[src/hw/psu_regs.svh]
`ifndef PSU_REGS_SVH
`define PSU_REGS_SVH
// ----------------------------------------
// file addresses of the core registers
// ----------------------------------------
`define PSU_ADDR_INDIRECT 8'h00
`define PSU_ADDR_PC_LOW 8'h02
`define PSU_ADDR_FSP 8'h04
`define PSU_ADDR_HOLDING 8'h0A
`define PSU_ADDR_HOLDING_BANK1 8'h8A
`define PSU_ADDR_PC_LOW_BANK1 8'h82
`define PSU_ADDR_INDIRECT_BANK1 8'h80
`define PSU_ADDR_FSP_BANK1 8'h84
// ----------------------------------------
// widths, fields and reset values
// ----------------------------------------
`define PSU_PC_W 13
`define PSU_STACK_DEPTH 8
`define PSU_PTR_W 3
`define PSU_TARGET_W 11
`define PSU_PAGE_BIT 3
`define PSU_PC_RESET 13'h0000
`define PSU_HOLD_RESET 5'h00
`define PSU_FSP_RESET 8'h00
`define PSU_PTR_RESET 3'h0
`define PSU_ZERO_BYTE 8'h00
`define PSU_INT_VECTOR 13'h0004
`define PSU_PC_ONE 13'h0001
`define PSU_PTR_ONE 3'h1
`define PSU_PTR_MAX 3'h7
`endif

[src/hw/psu_pkg.sv]
`default_nettype none
package psu_pkg;
    // flow command issued by the decoder for one instruction
    typedef enum logic [6:0] {
        PSU_OP_NONE = 7'h01,
        PSU_OP_STEP = 7'h02,
        PSU_OP_JUMP = 7'h04,
        PSU_OP_CALL = 7'h08,
        PSU_OP_RET = 7'h10,
        PSU_OP_IRQ = 7'h20,
        PSU_OP_HOLD = 7'h40
    } psu_flow_type;

    typedef struct packed {
        psu_flow_type op;
        logic [10:0] target;
    } psu_flow_req_type;

    typedef struct packed {
        logic rd;
        logic wr;
        logic [7:0] addr;
        logic [7:0] wdata;
    } psu_file_req_type;
endpackage
`default_nettype wire

[src/hw/psu_unit.sv]
// How it works
// - the program counter is 13 bits and its low byte reads and writes as a file register.
// - the upper five counter bits are hidden; a holding register keeps software's value for them.
// - a low-byte write loads the upper counter bits from the holding register; a call or a jump loads only bit 11 from it, and clears bit 12.
// - an eight-entry, 13-bit return stack exists whose pointer software cannot see or change.
// - a call and an acknowledged interrupt push the counter plus one onto the stack.
// - a return op (PSU_OP_RET) pops the counter from the stack.
// - push and pop leave the holding register untouched.
// - the stack wraps circularly with no overflow or underflow indication.
// - call and jump carry an 11-bit target inside a 2K-word page.
// - call and jump take the page from bit 3 of the holding register.
// - calls and interrupts save all 13 counter bits so returns come back to the right page.
// - bit 4 of the holding register plays no part in call and jump targets; a low-byte write loads it into counter bit 12.
// - the indirect data port has no storage; accesses to it go to the pointed location.
// - an indirect read of the port through itself returns zero.
// - an indirect write of the port through itself changes no storage.
// - the indirect address is the bank bit joined to 8 pointer bits; only the 8 bits are used.
`timescale 1ns/100ps
`default_nettype none
`include "psu_regs.svh"
module psu_unit (
    input wire logic I_REF_CLK,
    input wire logic I_RESETN,
    input wire psu_pkg::psu_flow_req_type I_FLOW,
    input wire psu_pkg::psu_file_req_type I_FILE,
    input wire logic [7:0] I_MEM_RDATA,
    output psu_pkg::psu_file_req_type O_MEM,
    output logic [7:0] O_RDATA,
    output logic [12:0] O_PC
);
    // ----------------------------------------
    // state
    // ----------------------------------------
    logic [12:0] pc_ff;
    logic [12:0] nxt_pc;
    logic [4:0] pc_upper_holding_ff;
    logic [4:0] nxt_holding;
    logic [7:0] file_select_pointer_ff;
    logic [7:0] nxt_fsp;
    logic [2:0] stack_ptr_ff;
    logic [2:0] nxt_ptr;
    logic [12:0] stack_mem [0:`PSU_STACK_DEPTH-1];
    psu_pkg::psu_file_req_type mem_ff;
    psu_pkg::psu_file_req_type nxt_mem;
    logic [7:0] rdata_ff;
    logic [7:0] nxt_rdata;
    logic rd_local_ff;

    // ----------------------------------------
    // address decode
    // ----------------------------------------
    wire logic [7:0] eff_addr;
    wire logic is_indirect;
    wire logic ind_self;
    wire logic [7:0] tgt_addr;
    wire logic hit_pcl;
    wire logic hit_hold;
    wire logic hit_fsp;
    wire logic hit_local;
    wire logic [2:0] ptr_dec;
    wire logic [12:0] stack_top;
    wire logic [12:0] pc_inc;
    wire logic [12:0] pc_branch;
    wire logic [12:0] pc_lowwr;
    wire logic do_push;
    wire logic do_pop;
    wire logic low_write;

    assign is_indirect = (I_FILE.addr == `PSU_ADDR_INDIRECT)
                       || (I_FILE.addr == `PSU_ADDR_INDIRECT_BANK1);
    // bank bit unused: the 8 pointer bits are the whole address
    assign eff_addr = file_select_pointer_ff;
    assign ind_self = is_indirect && ((eff_addr == `PSU_ADDR_INDIRECT)
                    || (eff_addr == `PSU_ADDR_INDIRECT_BANK1));
    // the port itself holds nothing; it stands for the pointed address
    assign tgt_addr = is_indirect ? eff_addr : I_FILE.addr;
    assign hit_pcl = !ind_self && ((tgt_addr == `PSU_ADDR_PC_LOW)
                   || (tgt_addr == `PSU_ADDR_PC_LOW_BANK1));
    assign hit_hold = !ind_self && ((tgt_addr == `PSU_ADDR_HOLDING)
                    || (tgt_addr == `PSU_ADDR_HOLDING_BANK1));
    assign hit_fsp = !ind_self && ((tgt_addr == `PSU_ADDR_FSP)
                   || (tgt_addr == `PSU_ADDR_FSP_BANK1));
    assign hit_local = hit_pcl || hit_hold || hit_fsp || ind_self;

    // ----------------------------------------
    // program counter
    // ----------------------------------------
    assign ptr_dec = stack_ptr_ff - `PSU_PTR_ONE;
    assign stack_top = stack_mem[ptr_dec];
    assign pc_inc = pc_ff + `PSU_PC_ONE;
    // bit 4 of the holding register is dropped; page from bit 3
    assign pc_branch = {1'b0, pc_upper_holding_ff[`PSU_PAGE_BIT], I_FLOW.target};
    // the full holding value goes up on a low-byte write
    assign pc_lowwr = {pc_upper_holding_ff, I_FILE.wdata};
    assign low_write = I_FILE.wr && hit_pcl;
    assign do_push = (I_FLOW.op == psu_pkg::PSU_OP_CALL)
                   || (I_FLOW.op == psu_pkg::PSU_OP_IRQ);
    assign do_pop = (I_FLOW.op == psu_pkg::PSU_OP_RET);

    always_comb begin
        nxt_pc = pc_ff;
        unique case (I_FLOW.op)
            psu_pkg::PSU_OP_STEP: nxt_pc = pc_inc;
            psu_pkg::PSU_OP_JUMP: nxt_pc = pc_branch;
            psu_pkg::PSU_OP_CALL: nxt_pc = pc_branch;
            psu_pkg::PSU_OP_RET: nxt_pc = stack_top;
            psu_pkg::PSU_OP_IRQ: nxt_pc = `PSU_INT_VECTOR;
            psu_pkg::PSU_OP_NONE: nxt_pc = pc_ff;
            psu_pkg::PSU_OP_HOLD: nxt_pc = pc_ff;
            default: nxt_pc = pc_ff;
        endcase
        // a low-byte write overrides the step of the same instruction
        if (low_write) begin
            nxt_pc = pc_lowwr;
        end
    end

    // stack pointer wraps silently
    assign nxt_ptr = do_push ? (stack_ptr_ff + `PSU_PTR_ONE)
                   : (do_pop ? ptr_dec : stack_ptr_ff);
    // push and pop never touch the holding register
    assign nxt_holding = (I_FILE.wr && hit_hold) ? I_FILE.wdata[4:0] : pc_upper_holding_ff;
    assign nxt_fsp = (I_FILE.wr && hit_fsp) ? I_FILE.wdata : file_select_pointer_ff;

    // ----------------------------------------
    // file access
    // ----------------------------------------
    always_comb begin
        nxt_rdata = `PSU_ZERO_BYTE;
        if (hit_pcl) begin
            nxt_rdata = pc_ff[7:0];
        end else if (hit_hold) begin
            nxt_rdata = {3'h0, pc_upper_holding_ff};
        end else if (hit_fsp) begin
            nxt_rdata = file_select_pointer_ff;
        end
    end

    // outside locations go to data memory; self-indirect stores nothing
    assign nxt_mem = '{rd: I_FILE.rd && !hit_local,
                       wr: I_FILE.wr && !hit_local,
                       addr: tgt_addr,
                       wdata: I_FILE.wdata};

    always_ff @(posedge I_REF_CLK or negedge I_RESETN) begin
        if (!I_RESETN) begin
            pc_ff <= `PSU_PC_RESET;
            pc_upper_holding_ff <= `PSU_HOLD_RESET;
            file_select_pointer_ff <= `PSU_FSP_RESET;
            stack_ptr_ff <= `PSU_PTR_RESET;
            mem_ff <= '0;
            rdata_ff <= `PSU_ZERO_BYTE;
            rd_local_ff <= 1'b0;
        end else begin
            pc_ff <= nxt_pc;
            pc_upper_holding_ff <= nxt_holding;
            file_select_pointer_ff <= nxt_fsp;
            stack_ptr_ff <= nxt_ptr;
            mem_ff <= nxt_mem;
            rdata_ff <= nxt_rdata;
            rd_local_ff <= I_FILE.rd && hit_local;
        end
    end

    // stack array carries no reset; stale entries are fine since nothing reports them
    always_ff @(posedge I_REF_CLK) begin
        if (do_push) begin
            stack_mem[stack_ptr_ff] <= pc_inc;
        end
    end

    // ----------------------------------------
    // outputs
    // ----------------------------------------
    assign O_PC = pc_ff;
    assign O_MEM = mem_ff;
    // memory answers in the same cycle as the forwarded strobe; local reads are registered
    assign O_RDATA = rd_local_ff ? rdata_ff : I_MEM_RDATA;

    // ----------------------------------------
    // checks
    // ----------------------------------------
    a_step_adds_one: assert property (@(posedge I_REF_CLK) disable iff (!I_RESETN)
        (I_FLOW.op == psu_pkg::PSU_OP_STEP && !low_write) |=> (pc_ff == $past(pc_ff) + `PSU_PC_ONE))
        else $error("step did not add one");
    a_branch_page: assert property (@(posedge I_REF_CLK) disable iff (!I_RESETN)
        (I_FLOW.op == psu_pkg::PSU_OP_JUMP && !low_write)
        |=> (pc_ff[11] == $past(pc_upper_holding_ff[3]) && pc_ff[12] == 1'b0
             && pc_ff[10:0] == $past(I_FLOW.target)))
        else $error("branch page wrong");
    a_call_return: assert property (@(posedge I_REF_CLK) disable iff (!I_RESETN)
        (I_FLOW.op == psu_pkg::PSU_OP_CALL && !low_write)
        ##1 (I_FLOW.op == psu_pkg::PSU_OP_NONE)
        ##1 (I_FLOW.op == psu_pkg::PSU_OP_RET && !low_write)
        |=> (pc_ff == $past(pc_ff, 3) + `PSU_PC_ONE))
        else $error("return address wrong");
    a_hold_kept: assert property (@(posedge I_REF_CLK) disable iff (!I_RESETN)
        (do_push || do_pop) && !(I_FILE.wr && hit_hold)
        |=> $stable(pc_upper_holding_ff))
        else $error("holding changed by stack");
    a_low_write: assert property (@(posedge I_REF_CLK) disable iff (!I_RESETN)
        low_write |=> (pc_ff == {$past(pc_upper_holding_ff), $past(I_FILE.wdata)}))
        else $error("low byte write load wrong");
    a_ptr_wrap: assert property (@(posedge I_REF_CLK) disable iff (!I_RESETN)
        (stack_ptr_ff == `PSU_PTR_MAX && do_push) |=> (stack_ptr_ff == `PSU_PTR_RESET))
        else $error("stack did not wrap");
    a_self_read_zero: assert property (@(posedge I_REF_CLK) disable iff (!I_RESETN)
        (I_FILE.rd && ind_self) |=> (O_RDATA == `PSU_ZERO_BYTE))
        else $error("self indirect read not zero");
    a_self_write_none: assert property (@(posedge I_REF_CLK) disable iff (!I_RESETN)
        (I_FILE.wr && ind_self) |=> (!O_MEM.wr && $stable(file_select_pointer_ff)))
        else $error("self indirect write stored");
    a_indirect_addr: assert property (@(posedge I_REF_CLK) disable iff (!I_RESETN)
        (I_FILE.rd && is_indirect && !hit_local) |=> (O_MEM.rd
        && O_MEM.addr == $past(file_select_pointer_ff)))
        else $error("indirect address wrong");

    // ----------------------------------------
    // checks: stack
    // ----------------------------------------
    // the pointer is hidden from software, so these and a_ptr_wrap are the only watch on it
    a_ptr_push_inc: assert property (@(posedge I_REF_CLK) disable iff (!I_RESETN)
        do_push |=> (stack_ptr_ff == $past(stack_ptr_ff) + `PSU_PTR_ONE))
        else $error("push did not advance pointer");
    a_ptr_pop_dec: assert property (@(posedge I_REF_CLK) disable iff (!I_RESETN)
        do_pop |=> (stack_ptr_ff == $past(stack_ptr_ff) - `PSU_PTR_ONE))
        else $error("pop did not retreat pointer");
    a_ptr_idle_kept: assert property (@(posedge I_REF_CLK) disable iff (!I_RESETN)
        (!do_push && !do_pop) |=> $stable(stack_ptr_ff))
        else $error("pointer moved without push or pop");
    // a wrong return address only shows up many instructions later, so catch it at the push
    a_push_value: assert property (@(posedge I_REF_CLK) disable iff (!I_RESETN)
        do_push |=> (stack_mem[$past(stack_ptr_ff)] == $past(pc_inc)))
        else $error("pushed value wrong");
    a_ret_restore: assert property (@(posedge I_REF_CLK) disable iff (!I_RESETN)
        (do_pop && !low_write) |=> (pc_ff == $past(stack_top)))
        else $error("pop did not restore counter");
    a_irq_vector: assert property (@(posedge I_REF_CLK) disable iff (!I_RESETN)
        (I_FLOW.op == psu_pkg::PSU_OP_IRQ && !low_write) |=> (pc_ff == `PSU_INT_VECTOR))
        else $error("interrupt vector wrong");
    // on a call, bit 4 of the holding value must never leak into the top counter bit
    a_call_page: assert property (@(posedge I_REF_CLK) disable iff (!I_RESETN)
        (I_FLOW.op == psu_pkg::PSU_OP_CALL && !low_write)
        |=> (pc_ff[12] == 1'b0 && pc_ff[11] == $past(pc_upper_holding_ff[`PSU_PAGE_BIT])
             && pc_ff[10:0] == $past(I_FLOW.target)))
        else $error("call target wrong");

    // ----------------------------------------
    // checks: counter and holding register
    // ----------------------------------------
    a_pc_idle_kept: assert property (@(posedge I_REF_CLK) disable iff (!I_RESETN)
        ((I_FLOW.op == psu_pkg::PSU_OP_NONE || I_FLOW.op == psu_pkg::PSU_OP_HOLD)
        && !low_write) |=> $stable(pc_ff))
        else $error("counter moved while idle");
    a_hold_write: assert property (@(posedge I_REF_CLK) disable iff (!I_RESETN)
        (I_FILE.wr && hit_hold) |=> (pc_upper_holding_ff == $past(I_FILE.wdata[4:0])))
        else $error("holding write lost");
    a_pc_low_read: assert property (@(posedge I_REF_CLK) disable iff (!I_RESETN)
        (I_FILE.rd && hit_pcl) |=> (O_RDATA == $past(pc_ff[7:0])))
        else $error("low byte read wrong");
    // the three unused upper bits read as zero so software sees a clean byte
    a_hold_read: assert property (@(posedge I_REF_CLK) disable iff (!I_RESETN)
        (I_FILE.rd && hit_hold) |=> (O_RDATA == {3'h0, $past(pc_upper_holding_ff)}))
        else $error("holding read wrong");

    // ----------------------------------------
    // checks: file access
    // ----------------------------------------
    // a stray strobe here would corrupt data memory silently
    a_fwd_write: assert property (@(posedge I_REF_CLK) disable iff (!I_RESETN)
        (I_FILE.wr && !hit_local) |=> (O_MEM.wr && O_MEM.addr == $past(tgt_addr)
        && O_MEM.wdata == $past(I_FILE.wdata)))
        else $error("forwarded write wrong");
    a_local_no_fwd: assert property (@(posedge I_REF_CLK) disable iff (!I_RESETN)
        (I_FILE.rd && hit_local) |=> !O_MEM.rd)
        else $error("local read forwarded");
    a_self_write_hold: assert property (@(posedge I_REF_CLK) disable iff (!I_RESETN)
        (I_FILE.wr && ind_self) |=> $stable(pc_upper_holding_ff))
        else $error("self indirect write changed holding");
    a_bank_ignored: assert property (@(posedge I_REF_CLK) disable iff (!I_RESETN)
        (I_FILE.wr && is_indirect && !hit_local)
        |=> (O_MEM.addr == $past(file_select_pointer_ff)))
        else $error("indirect write address wrong");
    a_mem_one_strobe: assert property (@(posedge I_REF_CLK) disable iff (!I_RESETN)
        !(O_MEM.rd && O_MEM.wr))
        else $error("both memory strobes high");
endmodule
`default_nettype wire

[config.mk]
export PLATFORM = sky130hd
export DESIGN_NAME = psu_unit
export DESIGN_NICKNAME = d
export VERILOG_FILES = /design/src/hw/psu_pkg.sv /design/src/hw/psu_unit.sv
export VERILOG_INCLUDE_DIRS = /design/src /design/src/hw
export SDC_FILE = /design/constraint.sdc
export NUM_CORES = 1
export LEC_CHECK = 0
export BUFFER_PORTS_ARGS = -buffer_cell sky130_fd_sc_hd__buf_2
export CAP_MARGIN = 10
export CORE_ASPECT_RATIO = 0.5
export CORE_MARGIN = 1.5
export CORE_UTILIZATION = 63
export DETAILED_ROUTE_END_ITERATION = 10
export GPL_TIMING_DRIVEN = 0
export HOLD_SLACK_MARGIN = 0.12
export PLACE_DENSITY = 0.85
export SETUP_SLACK_MARGIN = 0.2
export SLEW_MARGIN = 20
export SYNTH_ARGS = -nofsm -noshare
export SYNTH_HDL_FRONTEND = slang
export SYNTH_SLANG_ARGS = --single-unit
[constraint.sdc]
create_clock -name I_REF_CLK -period 8.05 [get_ports I_REF_CLK]
set_input_delay 1.61 -clock I_REF_CLK [delete_from_list [all_inputs] [get_ports I_REF_CLK]]
set_output_delay 1.61 -clock I_REF_CLK [all_outputs]
set_load 0.005 [all_outputs]
==> results.md, run 1 <==
- Status: complete, no violations
- Die height: just under 80 um
- Tcrit/Tclk final: 46.9%
- Distinct cells, synth: 73
- Crit path cell chain: buf_2 > or3_1 > buf_2 > or4_4 > buf_6 > clkinv_2 > nand2_2 > nor2_2
- Slew headroom: 35.7%
- Syn. warnings: 0
- Post_cts resized: 0
- Hold Crit Class: flop to flop
- Area share of the largest cell type after synthesis: 43.5%
- Flops & latches, synth: 160
- Aggregate global routing overflow: 0
- Initial drt markers: 428
- Asr flop ratio synth: 35.0%
- Post-Route WL: 17.2 mm
- Worst path most repeated cell: buf_2
- Post-CTS Repair Setup Buffers: 0
- CP Buf/Inv Count: 4
- Post-route DRC: 0
- Fillers: 604
- Share of layout cells above drive strength 1: a little over a third
- Mapped Cells: 477
- Total number of vias: 4856
- IO Port Bufs: 80
- 1st-pass router iterations: 5
- Starting Density: 65.0%
- Clock Sinks: 160
- Top-count cell post-synth: edfxtp_1
- Multi-input logic area: 2520 um2
- Critical Path Start: I_FLOW[12]
- IO Pins: 85
- Drt wl/cell: approximately 23 um
- Layout area overhead: 17.5%
- Crit Path Max Fanout: 13
- Post-synthesis cell area: ~7200 um2
- Reg2reg path depth: 10
- Setup total negative slack: 0 ns
- DR vias/cell: 6.56
- Vias in the first global route: 4619
- First-pass GRT wire length: approximately 26 mm
- Setup CP Type: input pin to flop
- Final worst slack: 4.27 ns
- Placeable Area: 11000 um2
- Top cells by area, synth: edfxtp_1 (43%), dfrtp_1 (20%), mux4_2 (7.5%)
- Lkg Pwr: 3.26 nW
- Delay-heaviest family, CP: simple AND/OR/NAND/NOR gates
- DP HPWL: 11.0 mm
- Worst R2R Setup Slack: approximately 4.6 ns
- Maximum vdd drop: 0.126 mV
- Clock tree from TritonCTS: done
- Number of hold buffers added after CTS: 0
- CTS Buf Count: 17
- Worst Setup End Kind: flop
- Finish-stage setup viols: 0
- Clock Skews: between 0.009 and 0.01 ns
- Worst Max-Slew Pin Slew: 0.963 ns
- Reg area: 4520 um2
- Instance count on the critical path: 8
- Setup crit start kind: input pin
- Minimum clock period: roughly 3.8 ns
- Pins over their slew limit: 0
- Total Die Area: 12100 um2
- Die W: 154 um
- CP max stage cell: nor2_2
- Clock Root Buffer: clkbuf_16
- H-tree Lvls: 4
- RSZ-0062 raised after global routing: no
- Post-synth EDFFs: ~100
- Synthesized area per cell: 15.1 um2
- Diode count: 0
- # nets final: 631
- Initial antenna violation count: 0
- Gr usage total: between 30% and 40%
- Crit path largest cell delay: 0.78 ns
- Mapped Nets: between 500 and 600
- Most frequent cells after synthesis: edfxtp_1 (104), dfrtp_1 (56), nand2_1 (34)
- Worst R2R End: O_PC[6]
- Primary FF master, synth: edfxtp_1
- Post-synth top area cell: edfxtp_1
- Fmax: between 200 and 300 MHz
- Post-DRT Antenna Nets: 0
- Clock latency on the worst-skew pair: 0.43 ns
- # rows: 27
- Clk buf depth: 2
- Reg-to-Reg Start: stack_ptr_ff[0]
- CP endpoint: stack_mem[7][3]
- Sequential area share after synthesis: 63.0%
- Data required, critical path: 8.10 ns
- Power Dens Cells: about 310 nW/um2
- Largest net degree at the start of global routing: 57
- Final Hold Viols: 0
- Max-Cap Viols: 0
- Worst slack, placed: between 3 and 4 ns
- Critical Path AT: 3.83 ns
- Final Hold Slack: 0.548 ns
- CTS clk-pin slew, worst paths: about 0.060 ns
- GPL Wtd Cong: 0.870
## logic make-up (layout without fill, tap and decap cells)
kind of cell | Yosys count | after routing | share of synthesized area [%]
compound gates | 82 | 82 | 8.32
xor+xnor | 20 | 20 | 2.80
fa+ha+maj | 3 | 3 | 0.523
buf+inv | 34 | 152 | 2.44
flops | 160 | 160 | 63.0
mux | 61 | 61 | 13.6
simple gates | 117 | 117 | 9.33
## worst min-delay path: stages (launching register included)
cell     delay (ns)
dfrtp_1        0.37
nand2_1        0.08
o21ai_0        0.07
## sequential cells by signal, indices dropped and copies added, names as in the netlist
| register | flops |
|---|---|
| rdata_ff | 8 |
| O_MEM | 18 |
| rd_local_ff | 1 |
| pc_upper_holding_ff | 5 |
| stack_ptr_ff | 3 |
| eff_addr | 8 |
| O_PC | 13 |
| stack_mem | 104 |
## how the worst min path moves through the flow
stage / start / end / slack (ns) / cells past startpoint
floorplan: eff_addr[7] / O_MEM[15] / 0.46 / 2
global placement: pc_upper_holding_ff[2] / pc_upper_holding_ff[2] / 0.51 / 1
detailed placement: eff_addr[7] / O_MEM[15] / 0.53 / 2
CTS: pc_upper_holding_ff[1] / pc_upper_holding_ff[1] / 0.55 / 1
global route: pc_upper_holding_ff[1] / pc_upper_holding_ff[1] / 0.57 / 1
finish: pc_upper_holding_ff[1] / O_PC[9] / 0.55 / 2
## where the power goes
part	switching (W)	internal [W]
sequential	0.0000740	0.000994
combinational	0.000423	0.000309
clock	0.000352	0.000469
## layer usage
metal  global-route usage (%)  wire length (um)
met1                     41.0              7060
met2                     46.7              7880
met3                     8.23              1760
met4                     13.2               506
met5                        0                 0
## per-stage QoR
stage          instance area, um2  total power (W)  utilization (%)  std cells
2_1_floorplan                7180          0.00154                -        477
3_3_place_gp                 7770          0.00175             70.3        702
3_5_place_dp                 7840          0.00178             71.0        708
4_1_cts                      8440          0.00261             76.4        740
5_1_grt                      8440          0.00270             76.4        740
6_report                     8440          0.00262             76.4        740
## cell type report
class / instances / share of cell area [%]
Sequential cell: 160 / 53.6
Multi-Input combinational cell: 283 / 29.9
Timing Repair Buffer: 86 / 5.25
Clock buffer: 18 / 5.08
Tap cell: 145 / 2.15
Clock inverter: 14 / 2.00
Buffer: 23 / 1.57
Inverter: 11 / 0.504
## cell usage in the layout (no fill, tap or decap), types with 5 or more instances in the layout
master,count
edfxtp_1,104
buf_2,93
dfrtp_1,56
nand2_1,34
mux4_2,24
nor2_1,20
mux2_2,17
clkbuf_16,17
o21ai_0,16
xnor2_1,12
a21oi_1,11
buf_4,8
inv_1,8
nand3_1,8
mux2i_1,8
mux2_4,8
xor2_1,6
and2_1,6
and3_1,6
a31oi_1,6
clkbuf_1,5
nand4_1,5
a21o_1,5
a22oi_1,5
o21ai_1,5
Note: power is estimated with default switching activity, not from simulation.
==> run 2: changes to the inputs <==
--- a/config.mk
+++ b/config.mk
@@ -10,11 +10,11 @@
 export CAP_MARGIN = 10
 export CORE_ASPECT_RATIO = 0.5
 export CORE_MARGIN = 1.5
-export CORE_UTILIZATION = 63
+export CORE_UTILIZATION = 58
 export DETAILED_ROUTE_END_ITERATION = 10
 export GPL_TIMING_DRIVEN = 0
 export HOLD_SLACK_MARGIN = 0.12
-export PLACE_DENSITY = 0.85
+export PLACE_DENSITY = 0.79
 export SETUP_SLACK_MARGIN = 0.2
 export SLEW_MARGIN = 20
 export SYNTH_ARGS = -nofsm -noshare
==> constraint.sdc (replaced) <==
create_clock -name I_REF_CLK -period 3.95 [get_ports I_REF_CLK]
set_input_delay 0.79 -clock I_REF_CLK [delete_from_list [all_inputs] [get_ports I_REF_CLK]]
set_output_delay 0.79 -clock I_REF_CLK [all_outputs]
set_load 0.005 [all_outputs]
==> run 2 against run 1 <==
Effect of this change: worst hold slack worse by 0.15 ns; first-iteration DRC count decreased by 20%; sequential share of layout area fell by 0.46 points; critical endpoint is now O_PC[6].
==> results.md, run 2 (synthesis gave the netlist of run 1 again) <==
- Status: complete, no violations
- Most frequent cells in the layout: edfxtp_1 (104), buf_2 (91), dfrtp_1 (56), nand2_1 (34), mux4_2 (24)
- Drt wl/cell: 21.7 um (-6.7%)
- Placeable Area: 11900 um2 (+8.1%)
- Fmax: 288 MHz
- Hold Crit Class: input pin to async pin
- Setup crit start kind: flop
- Worst Setup End Kind: flop
- Worst Max-Slew Pin Slew: 0.912 ns (-0.0504 ns)
- Cell Area, Placed: 7900 um2 (+0.77%)
- Minimum clock period: 3.47 ns
- Most common cell after layout, fill and taps aside: edfxtp_1
- CTS clk-pin slew, worst paths: 0.07 ns (about the same)
- Maximum vdd drop: 0.327 mV (+160%)
- Final instance area: 8510 um2 (+0.86%)
- Finish-stage setup viols: 0 (unchanged)
- IO Port Bufs: 80 (unchanged)
- Setup CP Type: flop to flop
- Total Die Area: 13100 um2 (+8.4%)
- CTS Buf Count: 17 (unchanged)
- Worst path most repeated cell: buf_4
- Crit path cell chain: buf_4 > buf_4 > inv_2 > ha_1 > xor2_4 > buf_4 > mux4_2 > mux2_2 > a22oi_1 > a21oi_1
- Vias in the first global route: 4453 (-3.6%)
- # nets final: 632 (+0.16%)
- # rows: 28 (+3.7%)
- Gr usage total: 26.6% (-3.6 points)
- Aggregate global routing overflow: 0 (unchanged)
- Post-route DRC: 0 (unchanged)
- Clock latency on the worst-skew pair: 0.43 ns (about the same)
- Clock Skews: 0.0109 ns (+0.00149 ns)
- Die W: 160 um (+4.1%)
- Max-Cap Viols: 0 (unchanged)
- Clock Root Buffer: clkbuf_16
- Largest net degree at the start of global routing: 57 (unchanged)
- Diode count: 0 (unchanged)
- Crit Path Max Fanout: 10 (-3)
- Worst slack, placed: 0.533 ns (-3.33 ns)
- Starting Density: 60.1% (-4.9 points)
- Total number of vias: 4619 (-4.9%)
- Clock tree from TritonCTS: done
- Layout area overhead: 18.5%
- Post_cts resized: 0 (unchanged)
- Lkg Pwr: 3.28 nW (+0.61%)
- Share of layout cells above drive strength 1: 36.6% (+0.27 points)
- First-pass GRT wire length: 25.1 mm (-4.5%)
- Post-Route WL: 16.5 mm (-4.1%)
- Post-CTS Repair Setup Buffers: 0 (unchanged)
- Clock Sinks: 160 (unchanged)
- Initial drt markers: 342 (-20%)
- Power Dens Cells: 623 nW/um2 (+100%)
- DR vias/cell: 6.07 (-7.5%)
- Largest register by flop count: stack_mem
- Max reg flops: 104 (unchanged)
- Initial antenna violation count: 0 (unchanged)
- RSZ-0062 raised after global routing: no
- Tcrit/Tclk final: between 80% and 90%
- GPL Wtd Cong: 0.881 (+1.3%)
- IO Pins: 85 (unchanged)
- Final Hold Viols: 0 (unchanged)
- Pins over their slew limit: 0 (unchanged)
- 1st-pass router iterations: 4 (-1)
- Die height: 81.7 um (+4.1%)
- Clk buf depth: 2 (unchanged)
- Post-DRT Antenna Nets: 0 (unchanged)
- CP max stage cell: dfrtp_1
- Data required, critical path: 4.25 ns (-3.85 ns)
- Slew headroom: 39.0% (+3.2 points)
- DP HPWL: 11.1 mm (+0.95%)
- Critical Path AT: 3.77 ns (-0.06 ns)
- Number of hold buffers added after CTS: 0 (unchanged)
- Final worst slack: 0.480 ns (-3.79 ns)
- H-tree Lvls: 4 (unchanged)
- Crit path largest cell delay: 0.55 ns (-0.23 ns)
-- run 2: cell count changes in the layout (fill, tap and decap cells not counted), sizes merged --
| cell | before | now |
|---|---|---|
| clkinv | 3 | 6 |
| clkbuf | 23 | 22 |
| bufinv | 2 | 1 |
| buf | 104 | 105 |
| inv | 18 | 19 |
| clkinvlp | 2 | 0 |
-- run 2: power by group --
| group | switching (W) | leakage (nW) | internal, W | total (W) |
|---|---|---|---|---|
| sequential | 0.000150 | 1.64 | 0.00202 | 0.00218 |
| combinational | 0.000830 | 1.34 | 0.000629 | 0.00146 |
| clock | 0.000755 | 0.299 | 0.000912 | 0.00167 |
| total | 0.00174 | 3.28 | 0.00357 | 0.00530 |
-- run 2: path summary, 6_finish.rpt --
kind / slack, ns / endpoint / depth (start not counted) / startpoint
max in group asynchronous: 3.12 / O_PC[4] / 1 / I_RESETN
min: 0.40 / rdata_ff[7] / 1 / I_RESETN
max reg2reg: 0.48 / O_PC[6] / 10 / stack_ptr_ff[0]
min in group I_REF_CLK: 0.50 / O_MEM[6] / 1 / I_FILE[6]
min reg2reg: 0.52 / O_PC[12] / 2 / pc_upper_holding_ff[4]
max: 0.48 / O_PC[6] / 10 / stack_ptr_ff[0]
-- run 2: routing by layer --
layer	GRT usage (%)	share of wire, %	vias to the layer above
met2	42.4	46	241
met5	0	0	-
met1	34.9	43	2278
met4	11.5	2.3	0
met3	7.83	8.1	36
li1	-	-	2064
-- run 2: through the flow --
stage               hold WS (ns)  TNS (ns)  utilization [%]  total power [W]  cells
floorplan                  0.462         0                -          0.00315    477
global placement           0.497    -23.57             65.2          0.00358    722
CTS                        0.418         0             71.3          0.00530    761
finish                     0.396         0             71.3          0.00530    761
detailed placement         0.507         0             66.2          0.00363    729
global route               0.453         0             71.3          0.00550    761
-- run 2: area by class of cell --
type                    count  area, um2
plain buffers              23        133
well taps                 165        206
multi-input cells         283       2520
flip-flops and latches    160       4520
fillers                   747       3430
inverters                  11       42.5
clock buffers              17        425
repair buffers             87        478
clock inverters            15        185
-- run 2: worst max-delay path: cells and delay by family, from the launching register on --
kind,cells,cell delay (ns)
buf+inv,4,1.02
flops,1,0.55
fa+ha+maj,1,0.36
compound gates,2,0.33
mux,2,0.62
xor+xnor,1,0.46
==> run 3: changes to the inputs <==
--- a/config.mk
+++ b/config.mk
@@ -6,11 +6,12 @@
 export SDC_FILE = /design/constraint.sdc
 export NUM_CORES = 1
 export LEC_CHECK = 0
-export BUFFER_PORTS_ARGS = -buffer_cell sky130_fd_sc_hd__buf_2
+export BUFFER_PORTS_ARGS = -buffer_cell sky130_fd_sc_hd__buf_4
 export CAP_MARGIN = 10
 export CORE_ASPECT_RATIO = 0.5
 export CORE_MARGIN = 1.5
 export CORE_UTILIZATION = 58
+export CTS_CLUSTER_SIZE = 40
 export DETAILED_ROUTE_END_ITERATION = 10
 export GPL_TIMING_DRIVEN = 0
 export HOLD_SLACK_MARGIN = 0.12
==> run 3 against run 2 <==
Effect of this change: setup slack better by 0.0013 ns; sequential cell count unchanged; total power grew 2.3%; final area rose by 2.3%; via count up 2.4%; combinational power grew 5%; utilization grew 1.6 points; register-to-register slack hardly changed; critical endpoint unchanged.
==> results.md, run 3 (synthesis gave the netlist of run 1 again) <==
- Status: complete, no violations
- Largest register by flop count: stack_mem
- Reg-to-Reg Start: stack_ptr_ff[0]
- Max reg flops: 104 (unchanged)
- Clock Sinks: 160 (unchanged)
- Pins over their slew limit: 0 (unchanged)
- Clk buf depth: 2 (unchanged)
- 1st-pass router iterations: 5 (+1)
- Number of hold buffers added after CTS: 0 (unchanged)
- CTS Buf Count: 17 (unchanged)
- Post-CTS Repair Setup Buffers: 0 (unchanged)
- IO Pins: 85 (unchanged)
- Total number of vias: 4730 (+2.4%)
- Delay-heaviest family, CP: buffers and inverters
- Aggregate global routing overflow: 0 (unchanged)
- Crit path cell chain: buf_4 > buf_4 > inv_2 > ha_1 > xor2_4 > buf_4 > mux4_2 > mux2_2 > a22oi_1 > a21oi_1
- Most frequent cells in the layout: edfxtp_1 (104), buf_4 (88), dfrtp_1 (56), nand2_1 (34), mux4_2 (24)
- Cell Area, Placed: 8090 um2 (+2.3%)
- Initial antenna violation count: 0 (unchanged)
- CTS clk-pin slew, worst paths: 0.06 ns (about the same)
- Worst R2R End: O_PC[6]
- Setup total negative slack: 0 ns (unchanged)
- Critical Path Start: stack_ptr_ff[0]
- Largest net degree at the start of global routing: 57 (unchanged)
- P_int: 0.00372 W (+4.2%)
- Vias in the first global route: 4551 (+2.2%)
- Share of layout cells above drive strength 1: 36.5% (-0.061 points)
- Worst Setup End Kind: flop
- Crit Path Max Fanout: 10 (unchanged)
- Worst Max-Slew Pin Slew: 1.02 ns (+0.109 ns)
- Worst path most repeated cell: buf_4
- Post-route DRC: 0 (unchanged)
- Initial drt markers: 340 (-0.58%)
- Most common cell after layout, fill and taps aside: edfxtp_1
- Critical Path AT: 3.77 ns (about the same)
- Placeable Area: 11900 um2 (unchanged)
- IO Port Bufs: 80 (unchanged)
- Die height: 81.7 um (unchanged)
- Total Die Area: 13100 um2 (unchanged)
- H-tree Lvls: 4 (unchanged)
- Clock Skews: 0.0105 ns (-0.000465 ns)
- Hold Crit Class: input pin to async pin
- Gr usage total: 26.8% (+0.18 points)
- GPL Wtd Cong: 0.892 (+1.3%)
- Final instance area: 8710 um2 (+2.3%)
- Post_cts resized: 0 (unchanged)
- Layout area overhead: 21.2%
- Data required, critical path: 4.25 ns (about the same)
- Part of the power in registers: 40.1% (-0.9 points)
- Worst R2R Setup Slack: 0.48 ns (about the same)
- Lkg Pwr: 3.36 nW (+2.3%)
- Fmax: 288 MHz (about the same)
- Finish-stage setup viols: 0 (unchanged)
- # rows: 28 (unchanged)
- RSZ-0062 raised after global routing: no
- Clock tree from TritonCTS: done
- Maximum vdd drop: 0.339 mV (+3.7%)
- DR vias/cell: 6.21 (+2.3%)
- Final worst slack: 0.481 ns (+0.00127 ns)
- DP HPWL: 11.0 mm (-0.58%)
- Diode count: 0 (unchanged)
- Starting Density: 60.1% (unchanged)
- Net Sw Frac: 31.5% (-1.3 points)
- Final Hold Viols: 0 (unchanged)
- Reg2reg path depth: 10 (unchanged)
- Post-Route WL: 16.7 mm (+1.5%)
- Crit path largest cell delay: 0.56 ns (about the same)
- Post-DRT Antenna Nets: 0 (unchanged)
- Clk pwr share: 31.7% (+0.3 points)
- Die W: 160 um (unchanged)
- Slew headroom: 31.4% (-7.5 points)
- First-pass GRT wire length: 25.4 mm (+1.2%)
- Net switching power: 0.00171 W (-1.7%)
- Clock latency on the worst-skew pair: 0.42 ns (about the same)
- Setup crit start kind: flop
- Max-Cap Viols: 0 (unchanged)
- Tcrit/Tclk final: 87.8% (about the same)
- Drt wl/cell: 22.0 um (+1.3%)
- # nets final: 633 (+0.16%)
- Worst slack, placed: 0.579 ns (+0.0467 ns)
- Comb power frac: 28.1% (+0.6 points)
- Power Dens Cells: 623 nW/um2 (about the same)
- Setup CP Type: flop to flop
- Clock Root Buffer: clkbuf_16
- CP max stage cell: dfrtp_1
- Minimum clock period: 3.47 ns (-0.00127 ns)
- CP Buf/Inv Count: 4 (unchanged)
- Final Util: 72.9% (+1.6 points)
- Final Power: 0.00542 W (+2.3%)
[run 3: cell types whose count changed in the layout (fill, tap and decap cells not counted), sizes merged]
cell      previous run  this run
bufinv               1         3
buf                105       106
clkinv               6         4
inv                 19        18
clkinvlp             0         1
[run 3: worst max-delay path by stage]
stage,slack (ns),end,depth (start not counted)
CTS,0.50,O_PC[6],10
global route,0.29,O_PC[7],10
floorplan,0.34,stack_mem[0][0],5
finish,0.48,O_PC[6],10
detailed placement,0.58,O_PC[6],10
global placement,-0.97,stack_mem[0][10],6
[run 3: metrics by stage]
stage                     std cells  hold slack (ns)
after floorplan                 477            0.462
after global placement          722            0.501
after detailed placement        730            0.513
after CTS                       762            0.425
after global routing            762            0.457
final                           762            0.412
[run 3: worst reg2reg max path, cell delays in order (launching register included)]
cell and delay [ns]:
dfrtp_1 0.56, buf_4 0.34, buf_4 0.27, inv_2 0.16, ha_1 0.34, xor2_4 0.47, buf_4 0.29, mux4_2 0.32
mux2_2 0.30, a22oi_1 0.21, a21oi_1 0.10
[run 3: power groups by stage]
stage               registers [W]  logic, W  clock network [W]
floorplan                 0.00215  0.000992                  0
global placement          0.00220   0.00143                  0
detailed placement        0.00220   0.00147                  0
CTS                       0.00217   0.00151            0.00174
global route              0.00219   0.00162            0.00180
finish                    0.00218   0.00153            0.00172
[run 3: metal layers]
metal | part of all wire, % | global-route usage (%)
met3 | 10 | 7.27
met5 | 0 | 0
met4 | 2.0 | 9.72
met1 | 42 | 36.2
met2 | 46 | 42.8
[run 3: layout make-up]
class	instances	area, um2
inverters	11	42.5
clock inverters	15	195
clock buffers	17	425
well taps	165	206
flip-flops and latches	160	4520
plain buffers	23	133
fillers	735	3240
multi-input cells	283	2520
repair buffers	88	663
